--- config.mk ---
export PLATFORM = sky130hd
export DESIGN_NAME = dfm_core
export DESIGN_NICKNAME = d
export VERILOG_FILES = /design/src/inc/dfm_pkg.sv /design/src/hdl/dfm_core.sv
export SDC_FILE = /design/constraint.sdc
export NUM_CORES = 1
export LEC_CHECK = 0
export BUFFER_PORTS_ARGS = -buffer_cell sky130_fd_sc_hd__buf_4
export CAP_MARGIN = 20
export CORE_MARGIN = 1
export CORE_UTILIZATION = 30
export CTS_BUF_LIST = sky130_fd_sc_hd__clkbuf_16
export CTS_CLUSTER_DIAMETER = 100
export DETAILED_ROUTE_END_ITERATION = 8
export PLACE_DENSITY = 0.61
export SYNTH_ARGS = -nofsm -noshare
export SYNTH_HDL_FRONTEND = slang
export SYNTH_SLANG_ARGS = --single-unit
--- constraint.sdc ---
create_clock -name sys_clk -period 7.95 [get_ports sys_clk]
set_input_delay 0 -clock sys_clk [delete_from_list [all_inputs] [get_ports sys_clk]]
set_output_delay 0 -clock sys_clk [all_outputs]
set_load 0.02 [all_outputs]
--- src/inc/dfm_pkg.sv ---
// shared constants for the drive feature manager
package dfm_pkg;
  // set features subcommands
  localparam logic [7:0] SF_WCACHE_ON = 8'h02;
  localparam logic [7:0] SF_PWR_ON = 8'h05;
  localparam logic [7:0] SF_PUIS_ON = 8'h06;
  localparam logic [7:0] SF_SPINUP = 8'h07;
  localparam logic [7:0] SF_OFS_ON = 8'h09;
  localparam logic [7:0] SF_NOISE_ON = 8'h42;
  localparam logic [7:0] SF_REVERT_ON = 8'hCC;
  localparam logic [7:0] SF_WCACHE_OFF = 8'h82;
  localparam logic [7:0] SF_PWR_OFF = 8'h85;
  localparam logic [7:0] SF_PUIS_OFF = 8'h86;
  localparam logic [7:0] SF_OFS_OFF = 8'h89;
  localparam logic [7:0] SF_NOISE_OFF = 8'hC2;
  localparam logic [7:0] SF_REVERT_OFF = 8'h66;
  // commands
  localparam logic [2:0] CMD_SEEK = 3'h0;
  localparam logic [2:0] CMD_WRITE = 3'h1;
  localparam logic [2:0] CMD_READ = 3'h2;
  localparam logic [2:0] CMD_FEAT = 3'h3;
  localparam logic [2:0] CMD_STBY = 3'h4;
  localparam logic [2:0] CMD_FLUSH = 3'h5;
  localparam logic [2:0] CMD_IDENT = 3'h6;
  // level limits
  localparam logic [7:0] LVL_MIN = 8'h01;
  localparam logic [7:0] LVL_MAX = 8'hFE;
  localparam logic [7:0] NOISE_NO_STBY = 8'h80;
  localparam logic [7:0] NOISE_RECOMMEND = 8'h80;
  localparam logic [7:0] PWR_RESET_LVL = 8'h80;
  localparam logic [7:0] NOISE_RESET_LVL = 8'hFE;
  // identify bit positions
  localparam int ID_W0_INCOMPLETE = 2;
  localparam int ID_BIT_PWR = 3;
  localparam int ID_BIT_OFS = 7;
  localparam int ID_BIT_NOISE = 9;
  localparam logic [7:0] SPARE_RESET = 8'h00;
  typedef enum logic [1:0] {
    DFM_IDLE = 2'b00,
    DFM_DEFER = 2'b01
  } dfm_state_t;
endpackage : dfm_pkg

--- src/hdl/dfm_core.sv ---
// feature manager: seek overlap, write cache, reallocation, power and offset features
// Behaviour
// seek completes early; next physical seek starts when the prior one ends
// cached writes complete once all data is buffered, media write follows
// resets never interrupt a running cached media write
// soft reset, standby and flush wait until cached data is on media
// reassignment disabled when spare count reaches zero
// reassignment records apply at once and survive hard or power-on reset
// failed write relocates; error only if cache off and relocation failed
// spares at zero with cache on disables auto-reallocation and cache
// unrecovered read gives hard error and marks a reallocation candidate
// read recovered at the specific step is reallocated automatically
// standby-at-power-up via subcommand or jumper; jumper wins; persistent
// after power-up standby, stay there until spin-up subcommand
// identify in power-up standby sets word 0 bit 2 incomplete
// power-saving levels 01h to FEh, separate enable and disable
// standby on timer, power algorithm or noise algorithm, independently
// identify shows power-saving support, enable and level
// noise levels 80h and above never cause standby
// identify shows noise support, enable, level and recommended level
// subcommand 09h offsets address zero to protected area start, wrapping
// offset cleared by 89h, hard or power-on reset, soft reset if revert on
// enable offset without protected area aborts
// offset capacity is protected size; disable restores nonvolatile max
// in offset mode, ranges spanning native max are rejected
// identify shows offset support and offset mode in bit 7
`timescale 1ns/10ps
`default_nettype none
module dfm_core (
  // clock and reset
  input wire logic sys_clk,
  input wire logic sys_rst,
  // reset events
  input wire logic hard_rst,
  input wire logic soft_rst,
  input wire logic puis_jumper,
  // command port
  input wire logic cmd_valid,
  input wire logic [2:0] cmd_code,
  input wire logic [7:0] cmd_feature,
  input wire logic [7:0] cmd_count,
  input wire logic [31:0] cmd_lba,
  input wire logic [31:0] cmd_len,
  // media engine
  input wire logic seek_busy,
  input wire logic media_wr_busy,
  input wire logic wr_data_all,
  input wire logic wr_fail,
  input wire logic reloc_fail,
  input wire logic rd_fail,
  input wire logic rd_recovered,
  input wire logic [7:0] spare_count,
  input wire logic stby_timer_exp,
  input wire logic pwr_alg_stby,
  input wire logic noise_alg_stby,
  input wire logic [31:0] native_max,
  input wire logic [31:0] nv_max,
  input wire logic nv_area_set,
  // outputs
  output logic cmd_done,
  output logic cmd_abort,
  output logic cmd_err,
  output logic seek_start,
  output logic media_wr_start,
  output logic reloc_req,
  output logic verify_req,
  output logic in_standby,
  output logic [31:0] phys_lba,
  output logic [31:0] capacity,
  output logic [15:0] id_w0,
  output logic [15:0] id_w83,
  output logic [15:0] id_w86,
  output logic [15:0] id_w91,
  output logic [15:0] id_w94,
  output logic wcache_on,
  output logic reassign_on
);
  // ==========================================
  // state
  logic done_q, abort_q, err_q, sstart_q, mwstart_q, reloc_q, verify_q;
  logic seek_pend_q, wc_q, ra_q, puis_q, pu_stby_q, stby_q, pwr_en_q, noise_en_q;
  logic ofs_q, revert_q, cand_q;
  logic [7:0] pwr_lvl_q, noise_lvl_q;
  logic [31:0] cand_lba_q, plba_q, cap_q;
  logic hr_s1_q, hr_s2_q, sr_s1_q, sr_s2_q, jp_s1_q, jp_s2_q, sr_pend_q;
  dfm_pkg::dfm_state_t st_q;
  logic [2:0] def_cmd_q;

  // ==========================================
  // decode
  wire logic is_feat = cmd_valid && cmd_code == dfm_pkg::CMD_FEAT;
  wire logic sf_ofs_on = is_feat && cmd_feature == dfm_pkg::SF_OFS_ON;
  wire logic sf_ofs_off = is_feat && cmd_feature == dfm_pkg::SF_OFS_OFF;
  wire logic lvl_ok = cmd_count >= dfm_pkg::LVL_MIN && cmd_count <= dfm_pkg::LVL_MAX;
  wire logic cache_busy = media_wr_busy;
  wire logic defer_cmd = cmd_valid && (cmd_code == dfm_pkg::CMD_STBY ||
                         cmd_code == dfm_pkg::CMD_FLUSH) && cache_busy;
  wire logic [31:0] last_lba = cmd_lba + cmd_len - 32'h00000001;
  // last logical address before the offset space wraps past native max
  wire logic [31:0] ofs_edge = native_max - nv_max - 32'h00000001;
  wire logic spans_native = ofs_q && cmd_len != 32'h00000000 &&
                            cmd_lba <= ofs_edge && last_lba > ofs_edge;
  wire logic [31:0] ofs_sum = cmd_lba + nv_max + 32'h00000001;
  wire logic [31:0] wrap_lba = (ofs_sum > native_max) ?
                               ofs_sum - native_max - 32'h00000001 : ofs_sum;
  wire logic xfer = cmd_valid && (cmd_code == dfm_pkg::CMD_WRITE ||
                    cmd_code == dfm_pkg::CMD_READ);
  wire logic spares_out = spare_count == 8'h00;
  wire logic noise_stby = noise_en_q && noise_lvl_q < dfm_pkg::NOISE_NO_STBY &&
                          noise_alg_stby;
  wire logic go_stby = stby_timer_exp || (pwr_en_q && pwr_alg_stby) || noise_stby;
  wire logic hard_ev = hr_s2_q;
  wire logic soft_ev = sr_s2_q;
  wire logic write_hit = cmd_valid && cmd_code == dfm_pkg::CMD_WRITE && cand_q &&
                         cmd_lba == cand_lba_q;

  // ==========================================
  // pin synchronisers
  always_ff @(posedge sys_clk) begin
    hr_s1_q <= hard_rst;
    hr_s2_q <= hr_s1_q;
    sr_s1_q <= soft_rst;
    sr_s2_q <= sr_s1_q;
    jp_s1_q <= puis_jumper;
    jp_s2_q <= jp_s1_q;
  end

  // ==========================================
  // command sequencing and pulses
  always_ff @(posedge sys_clk) begin
    if (sys_rst) begin
      done_q <= 1'b0;
      abort_q <= 1'b0;
      err_q <= 1'b0;
      sstart_q <= 1'b0;
      seek_pend_q <= 1'b0;
      mwstart_q <= 1'b0;
      st_q <= dfm_pkg::DFM_IDLE;
      def_cmd_q <= 3'h0;
      sr_pend_q <= 1'b0;
      plba_q <= 32'h00000000;
    end else begin
      done_q <= 1'b0;
      abort_q <= 1'b0;
      err_q <= 1'b0;
      sstart_q <= 1'b0;
      mwstart_q <= 1'b0;
      if (soft_ev && cache_busy) begin
        sr_pend_q <= 1'b1;
      end else if (!cache_busy) begin
        sr_pend_q <= 1'b0;
      end
      if (seek_pend_q && !seek_busy && !sstart_q) begin
        sstart_q <= 1'b1;
        seek_pend_q <= 1'b0;
      end
      unique case (st_q)
        dfm_pkg::DFM_IDLE: begin
          if (defer_cmd) begin
            st_q <= dfm_pkg::DFM_DEFER;
            def_cmd_q <= cmd_code;
          end else if (cmd_valid && cmd_code == dfm_pkg::CMD_SEEK) begin
            done_q <= 1'b1;
            if (seek_busy || seek_pend_q) begin
              seek_pend_q <= 1'b1;
            end else begin
              sstart_q <= 1'b1;
            end
          end else if (xfer && spans_native) begin
            abort_q <= 1'b1;
            err_q <= 1'b1;
          end else if (sf_ofs_on && !nv_area_set) begin
            abort_q <= 1'b1;
            err_q <= 1'b1;
          end else if (is_feat && (cmd_feature == dfm_pkg::SF_PWR_ON ||
                       cmd_feature == dfm_pkg::SF_NOISE_ON) && !lvl_ok) begin
            abort_q <= 1'b1;
            err_q <= 1'b1;
          end else if (is_feat && cmd_feature == dfm_pkg::SF_PUIS_OFF && jp_s2_q) begin
            abort_q <= 1'b1;
            err_q <= 1'b1;
          end else if (cmd_valid && cmd_code == dfm_pkg::CMD_WRITE) begin
            if (wc_q) begin
              if (wr_data_all) begin
                done_q <= 1'b1;
                mwstart_q <= 1'b1;
              end
            end else begin
              done_q <= 1'b1;
              mwstart_q <= 1'b1;
            end
            plba_q <= ofs_q ? wrap_lba : cmd_lba;
          end else if (cmd_valid && cmd_code == dfm_pkg::CMD_READ) begin
            done_q <= 1'b1;
            err_q <= rd_fail;
            plba_q <= ofs_q ? wrap_lba : cmd_lba;
          end else if (cmd_valid) begin
            done_q <= 1'b1;
          end
          if (wr_fail && !wc_q && reloc_fail) begin
            err_q <= 1'b1;
          end
        end
        dfm_pkg::DFM_DEFER: begin
          if (!cache_busy) begin
            st_q <= dfm_pkg::DFM_IDLE;
            done_q <= 1'b1;
          end
        end
        default: st_q <= dfm_pkg::DFM_IDLE;
      endcase
    end
  end

  // ==========================================
  // features and standby
  always_ff @(posedge sys_clk) begin
    if (sys_rst) begin
      wc_q <= 1'b1;
      ra_q <= 1'b1;
      puis_q <= 1'b0;
      pu_stby_q <= 1'b0;
      stby_q <= 1'b0;
      pwr_en_q <= 1'b0;
      noise_en_q <= 1'b0;
      pwr_lvl_q <= dfm_pkg::PWR_RESET_LVL;
      noise_lvl_q <= dfm_pkg::NOISE_RESET_LVL;
      ofs_q <= 1'b0;
      revert_q <= 1'b0;
    end else begin
      if (spares_out) begin
        ra_q <= 1'b0;
        if (wc_q) begin
          wc_q <= 1'b0;
        end
      end else if (is_feat && cmd_feature == dfm_pkg::SF_WCACHE_ON) begin
        wc_q <= 1'b1;
      end else if (is_feat && cmd_feature == dfm_pkg::SF_WCACHE_OFF) begin
        wc_q <= 1'b0;
      end
      if (is_feat && cmd_feature == dfm_pkg::SF_PUIS_ON) begin
        puis_q <= 1'b1;
      end else if (is_feat && cmd_feature == dfm_pkg::SF_PUIS_OFF && !jp_s2_q) begin
        puis_q <= 1'b0;
      end
      if (hard_ev && (puis_q || jp_s2_q)) begin
        pu_stby_q <= 1'b1;
        stby_q <= 1'b1;
      end else if (is_feat && cmd_feature == dfm_pkg::SF_SPINUP) begin
        pu_stby_q <= 1'b0;
        stby_q <= 1'b0;
      end else if (!pu_stby_q) begin
        if (go_stby || (st_q == dfm_pkg::DFM_DEFER && !cache_busy &&
            def_cmd_q == dfm_pkg::CMD_STBY)) begin
          stby_q <= 1'b1;
        end else if (xfer) begin
          stby_q <= 1'b0;
        end
      end
      if (is_feat && cmd_feature == dfm_pkg::SF_PWR_ON && lvl_ok) begin
        pwr_en_q <= 1'b1;
        pwr_lvl_q <= cmd_count;
      end else if (is_feat && cmd_feature == dfm_pkg::SF_PWR_OFF) begin
        pwr_en_q <= 1'b0;
      end
      if (is_feat && cmd_feature == dfm_pkg::SF_NOISE_ON && lvl_ok) begin
        noise_en_q <= 1'b1;
        noise_lvl_q <= cmd_count;
      end else if (is_feat && cmd_feature == dfm_pkg::SF_NOISE_OFF) begin
        noise_en_q <= 1'b0;
      end
      if (is_feat && cmd_feature == dfm_pkg::SF_REVERT_ON) begin
        revert_q <= 1'b1;
      end else if (is_feat && cmd_feature == dfm_pkg::SF_REVERT_OFF) begin
        revert_q <= 1'b0;
      end
      if (hard_ev || sf_ofs_off || ((soft_ev || sr_pend_q) && !cache_busy && revert_q)) begin
        ofs_q <= 1'b0;
      end else if (sf_ofs_on && nv_area_set) begin
        ofs_q <= 1'b1;
      end
    end
  end

  // ==========================================
  // reallocation; records live in the media engine and survive resets
  always_ff @(posedge sys_clk) begin
    if (sys_rst) begin
      reloc_q <= 1'b0;
      verify_q <= 1'b0;
      cand_q <= 1'b0;
      cand_lba_q <= 32'h00000000;
      cap_q <= 32'h00000000;
    end else begin
      reloc_q <= ra_q && !spares_out && (wr_fail || rd_recovered);
      verify_q <= ra_q && write_hit;
      if (rd_fail && cmd_valid && cmd_code == dfm_pkg::CMD_READ) begin
        cand_q <= 1'b1;
        cand_lba_q <= cmd_lba;
      end else if (write_hit) begin
        cand_q <= 1'b0;
      end
      cap_q <= ofs_q ? native_max - nv_max : nv_max + 32'h00000001;
    end
  end

  // ==========================================
  // outputs
  always_comb begin
    cmd_done = done_q;
    cmd_abort = abort_q;
    cmd_err = err_q;
    seek_start = sstart_q;
    media_wr_start = mwstart_q;
    reloc_req = reloc_q;
    verify_req = verify_q;
    in_standby = stby_q;
    phys_lba = plba_q;
    capacity = cap_q;
    wcache_on = wc_q;
    reassign_on = ra_q;
    id_w0 = 16'h0000;
    id_w0[dfm_pkg::ID_W0_INCOMPLETE] = pu_stby_q;
    id_w83 = 16'h0000;
    id_w83[dfm_pkg::ID_BIT_PWR] = 1'b1;
    id_w83[dfm_pkg::ID_BIT_OFS] = 1'b1;
    id_w83[dfm_pkg::ID_BIT_NOISE] = 1'b1;
    id_w86 = 16'h0000;
    id_w86[dfm_pkg::ID_BIT_PWR] = pwr_en_q;
    id_w86[dfm_pkg::ID_BIT_OFS] = ofs_q;
    id_w86[dfm_pkg::ID_BIT_NOISE] = noise_en_q;
    id_w91 = {8'h00, pwr_en_q ? pwr_lvl_q : 8'h00};
    id_w94 = {dfm_pkg::NOISE_RECOMMEND, noise_en_q ? noise_lvl_q : 8'h00};
  end

  // ==========================================
  // checks
  a_flush_defer: assert property (@(posedge sys_clk) disable iff (sys_rst)
    st_q == dfm_pkg::DFM_DEFER && cache_busy |=> !done_q)
    else $error("deferred command completed while cache busy");
  a_spare_off: assert property (@(posedge sys_clk) disable iff (sys_rst)
    spares_out |=> !ra_q && !wc_q)
    else $error("reassign or cache still on with no spares");
  a_ofs_abort: assert property (@(posedge sys_clk) disable iff (sys_rst)
    st_q == dfm_pkg::DFM_IDLE && !defer_cmd && sf_ofs_on && !nv_area_set
    |=> abort_q && !ofs_q)
    else $error("offset enable without protected area not aborted");
  a_noise_hi: assert property (@(posedge sys_clk) disable iff (sys_rst)
    !stby_q && !pu_stby_q && !stby_timer_exp && !(pwr_en_q && pwr_alg_stby) &&
    noise_lvl_q >= dfm_pkg::NOISE_NO_STBY && !defer_cmd && st_q == dfm_pkg::DFM_IDLE
    && !hard_ev |=> !stby_q)
    else $error("high noise level caused standby");
  a_spinup_hold: assert property (@(posedge sys_clk) disable iff (sys_rst)
    pu_stby_q && !(is_feat && cmd_feature == dfm_pkg::SF_SPINUP) |=> stby_q)
    else $error("left power-up standby without spin-up");
  a_ofs_clear: assert property (@(posedge sys_clk) disable iff (sys_rst)
    sf_ofs_off || hard_ev |=> !ofs_q)
    else $error("offset not cleared");
  a_span_rej: assert property (@(posedge sys_clk) disable iff (sys_rst)
    st_q == dfm_pkg::DFM_IDLE && !defer_cmd && xfer && spans_native
    |=> abort_q && err_q)
    else $error("span over native max not rejected");
  a_seek_early: assert property (@(posedge sys_clk) disable iff (sys_rst)
    st_q == dfm_pkg::DFM_IDLE && !defer_cmd && cmd_valid &&
    cmd_code == dfm_pkg::CMD_SEEK |=> done_q)
    else $error("seek not completed at once");
endmodule : dfm_core
`default_nettype wire

==> impl_metrics.py <==
metrics = {
    "final_layout": {
        "nFillCells": 5908,
        "multi_input_area_um2": 12830,
        "stdcell_count": 3335,
        "ff_latch_area_um2": 2826,
        "nNetsFinal": 2952,
        "final_common_cell": "buf_4",
        "areaGrowthSynthToFinish_pct": 23.46,
        "final_cell_mix": "buf_4, nand2_1, inv_1",
        "drive_above_1_share": 0.1406,
        "post-route-util": 0.3746,
    },
    "cts": {
        "cts_setup_buffers": 0,
        "root_buffer": "clkbuf_16",
        "path_clk_slew_ns": 0.07,
        "cts.htree.levels": 4,
        "cts_tree": "done",
        "numCtsBuffers": 17,
        "clk_path_buf_depth": 2,
        "cts_hold_buf": 98,
        "ctsResizeCount": 0,
        "clk_latency_ns": 0.49,
        "cts_sinks": 141,
    },
    "logic_synthesis": {
        "synthAdderAreaFrac": 0.1652,
        "synth_cell_types": 105,
        "synth_edf_count": 0,
        "yosys_warnings": 0,
        "synth-simple-area-share": 0.2038,
        "avgSynthCellArea_um2": 7.592,
        "synth_top_family_by_area": "compound AO/OA/AOI/OAI gates",
        "synth_xor_area_frac": 0.1066,
        "syn_inst": 2249,
        "synth-seq-cells": 141,
        "synth_compound_area_frac": 0.2148,
        "synth_area_um2": 17080,
        "seq_area_frac_synth": 0.1653,
        "yosys-mux-area-fraction": 0.04734,
        "synthArstFlopShare": 0,
        "synth-main-ff-cell": "dfxtp_1",
    },
    "floorplan": {
        "dieHeight_um": 240.6,
        "coreArea_um2": 56280,
        "num_rows": 87,
        "die-width_um": 240.6,
        "die_area_um2": 57880,
        "start_util": 0.3034,
        "ios": 326,
    },
    "sta": {
        "grt_setup_unrepaired": "false",
        "max_slew_margin": 0.2325,
        "setup_viol": 0,
        "fin_tns_setup_ns": 0,
        "fmax_mhz": 142.3,
        "fin_crit_sh": 0.8837,
        "finalHoldViolCount": 0,
        "fin_ws_ns": 0.9246,
        "tightest_slew_ns": 1.141,
        "fin_skew_ns": 0.01700,
        "final_max_slew_viol_count": 0,
        "period_needed_ns": 7.025,
    },
    "grt": {
        "antenna_found_initial": 9,
        "gr-total-overflow": 0,
        "grt_max_degree": 76,
        "grt_pass1_vias": 15244,
        "grt_pass1_wl_um": 88130,
        "gr-usage-all-layers": 0.2010,
    },
    "routing": {
        "ant_nets": 0,
        "vias": 16791,
        "drc": 0,
        "initialDrtViolationCount": 1256,
        "wl_per_cell_um": 17.74,
        "vias_per_cell": 5.035,
        "dr.pass1.iters": 8,
        "wirelength_um": 59170,
    },
    "worst_setup_path": {
        "start_kind": "input pin",
        "worstSetupEndpointType": "register",
        "cpMostUsedCell": "a21oi_1",
        "arrival_ns": 7.46,
        "cp_slowest_cell": "a2111oi_0",
        "crit_fanout": 6,
        "slowest_delay_ns": 0.55,
        "worstPathRequired_ns": 8.39,
        "path_class": "input pin to register",
    },
    "run_status": {
        "status": "finished, final reports clean",
    },
    "pwr": {
        "ir_drop_mv": 0.1878,
        "power_mw": 3.379,
        "p_leak_nw": 9.779,
        "power.density_nw_per_um2": 160.3,
    },
    "placed_design": {
        "dp_hpwl_um": 48050,
        "gp_congestion": 0.9417,
        "dp_slack_ns": 1.186,
        "io_buffer_count": 265,
        "dpl.cell_count": 3201,
    },
    "min_path": {
        "hold_path_class": "input pin to register",
    },
    "job": {
        "cap_violations": 0,
    },
}
routing by layer:
metal  global-route usage  share of wire  vias up
met5                    0        0.00046        -
met3              0.04003          0.062       86
met2               0.3195           0.45      515
li1                     -              -     8447
met4              0.07971          0.031        4
met1               0.2652           0.45     7739
critical path: cells and delay by family:
kind | cells | cell delay (ns)
adders and majority gates | 5 | 1.49
buffers and inverters | 5 | 1.40
xor gates and xnor gates | 1 | 0.16
AOI/OAI and AO/OA | 16 | 4.19
and+or+nand+nor | 2 | 0.20
cells by family (layout without fill, tap and decap cells):
| family | count (synthesis) | count (layout) |
|---|---|---|
| simple gates | 706 | 706 |
| other cells | 2 | 65 |
| flops | 141 | 141 |
| buf+inv | 356 | 623 |
| mux | 80 | 80 |
| xor+xnor | 195 | 195 |
| compound gates | 545 | 545 |
| fa+ha+maj | 224 | 224 |
power by group:
group | switching, mW | internal (mW) | total, mW
sequential | 0.0109 | 0.728 | 0.739
combinational | 0.991 | 0.760 | 1.75
clock | 0.371 | 0.517 | 0.888
total | 1.37 | 2.01 | 3.38
synthesized netlist by cell type, drive strengths merged (11+ instances only):
| cell type | n | area (µm²) |
|---|---|---|
| nand2b | 18 | 112.6 |
| and2 | 31 | 193.9 |
| dfxtp | 141 | 2823 |
| nor4 | 26 | 183.9 |
| nor2b | 26 | 165.2 |
| a21oi | 171 | 867.1 |
| o21a | 22 | 165.2 |
| and3 | 21 | 131.4 |
| xnor2 | 144 | 1261 |
| nand3 | 60 | 300.3 |
| a21o | 70 | 526.8 |
| nor3 | 32 | 176.4 |
| a211oi | 35 | 267.8 |
| nand2 | 233 | 874.6 |
| a31oi | 16 | 115.1 |
| clkbuf | 51 | 191.4 |
| or3 | 12 | 75.07 |
| nand4 | 40 | 250.2 |
| o211ai | 30 | 235.2 |
| mux2i | 77 | 770.7 |
| ha | 214 | 2678 |
| o21ai | 86 | 430.4 |
| xor2 | 45 | 420.4 |
| o21bai | 20 | 153.9 |
| buf | 84 | 625.6 |
| nor2 | 157 | 594.3 |
| inv | 221 | 829.5 |
| or2 | 11 | 68.82 |
final cells by class:
| class | count | share of cell area |
|---|---|---|
| multi-input combinational | 1810 | 0.6087 |
| timing repair buffer | 371 | 0.1437 |
| sequential | 141 | 0.1341 |
| tap | 756 | 0.04487 |
| inverter | 221 | 0.03935 |
| clock buffer | 17 | 0.02018 |
| clock inverter | 14 | 0.008487 |
| antenna | 5 | 0.0005935 |
stage by stage:
stage,hold slack (ns),instance area [µm²]
after floorplan,0.02772,17290
after global placement,0.1052,19480
after detailed placement,0.1062,19480
after CTS,0.008792,21070
after global routing,0.08128,21080
final,0.06463,21080
flip-flops by register name, summed over array words and instances (netlist names), 3 cells and up:
name and count:
cand_lba_q 32, phys_lba 32, def_cmd_q 3, noise_lvl_q 8, pwr_lvl_q 8, capacity 32
path summary, 6_finish.rpt:
path / from / end / depth (start not counted) / slack [ns]
max reg2reg: ofs_q / phys_lba[2] / 5 / 5.24
min: nv_max[21] / capacity[22] / 5 / 0.06
max: cmd_lba[1] / cmd_done / 29 / 0.92
min reg2reg: sr_s1_q / soft_ev / 0 / 0.33
Power figures use the tool's default switching activity.
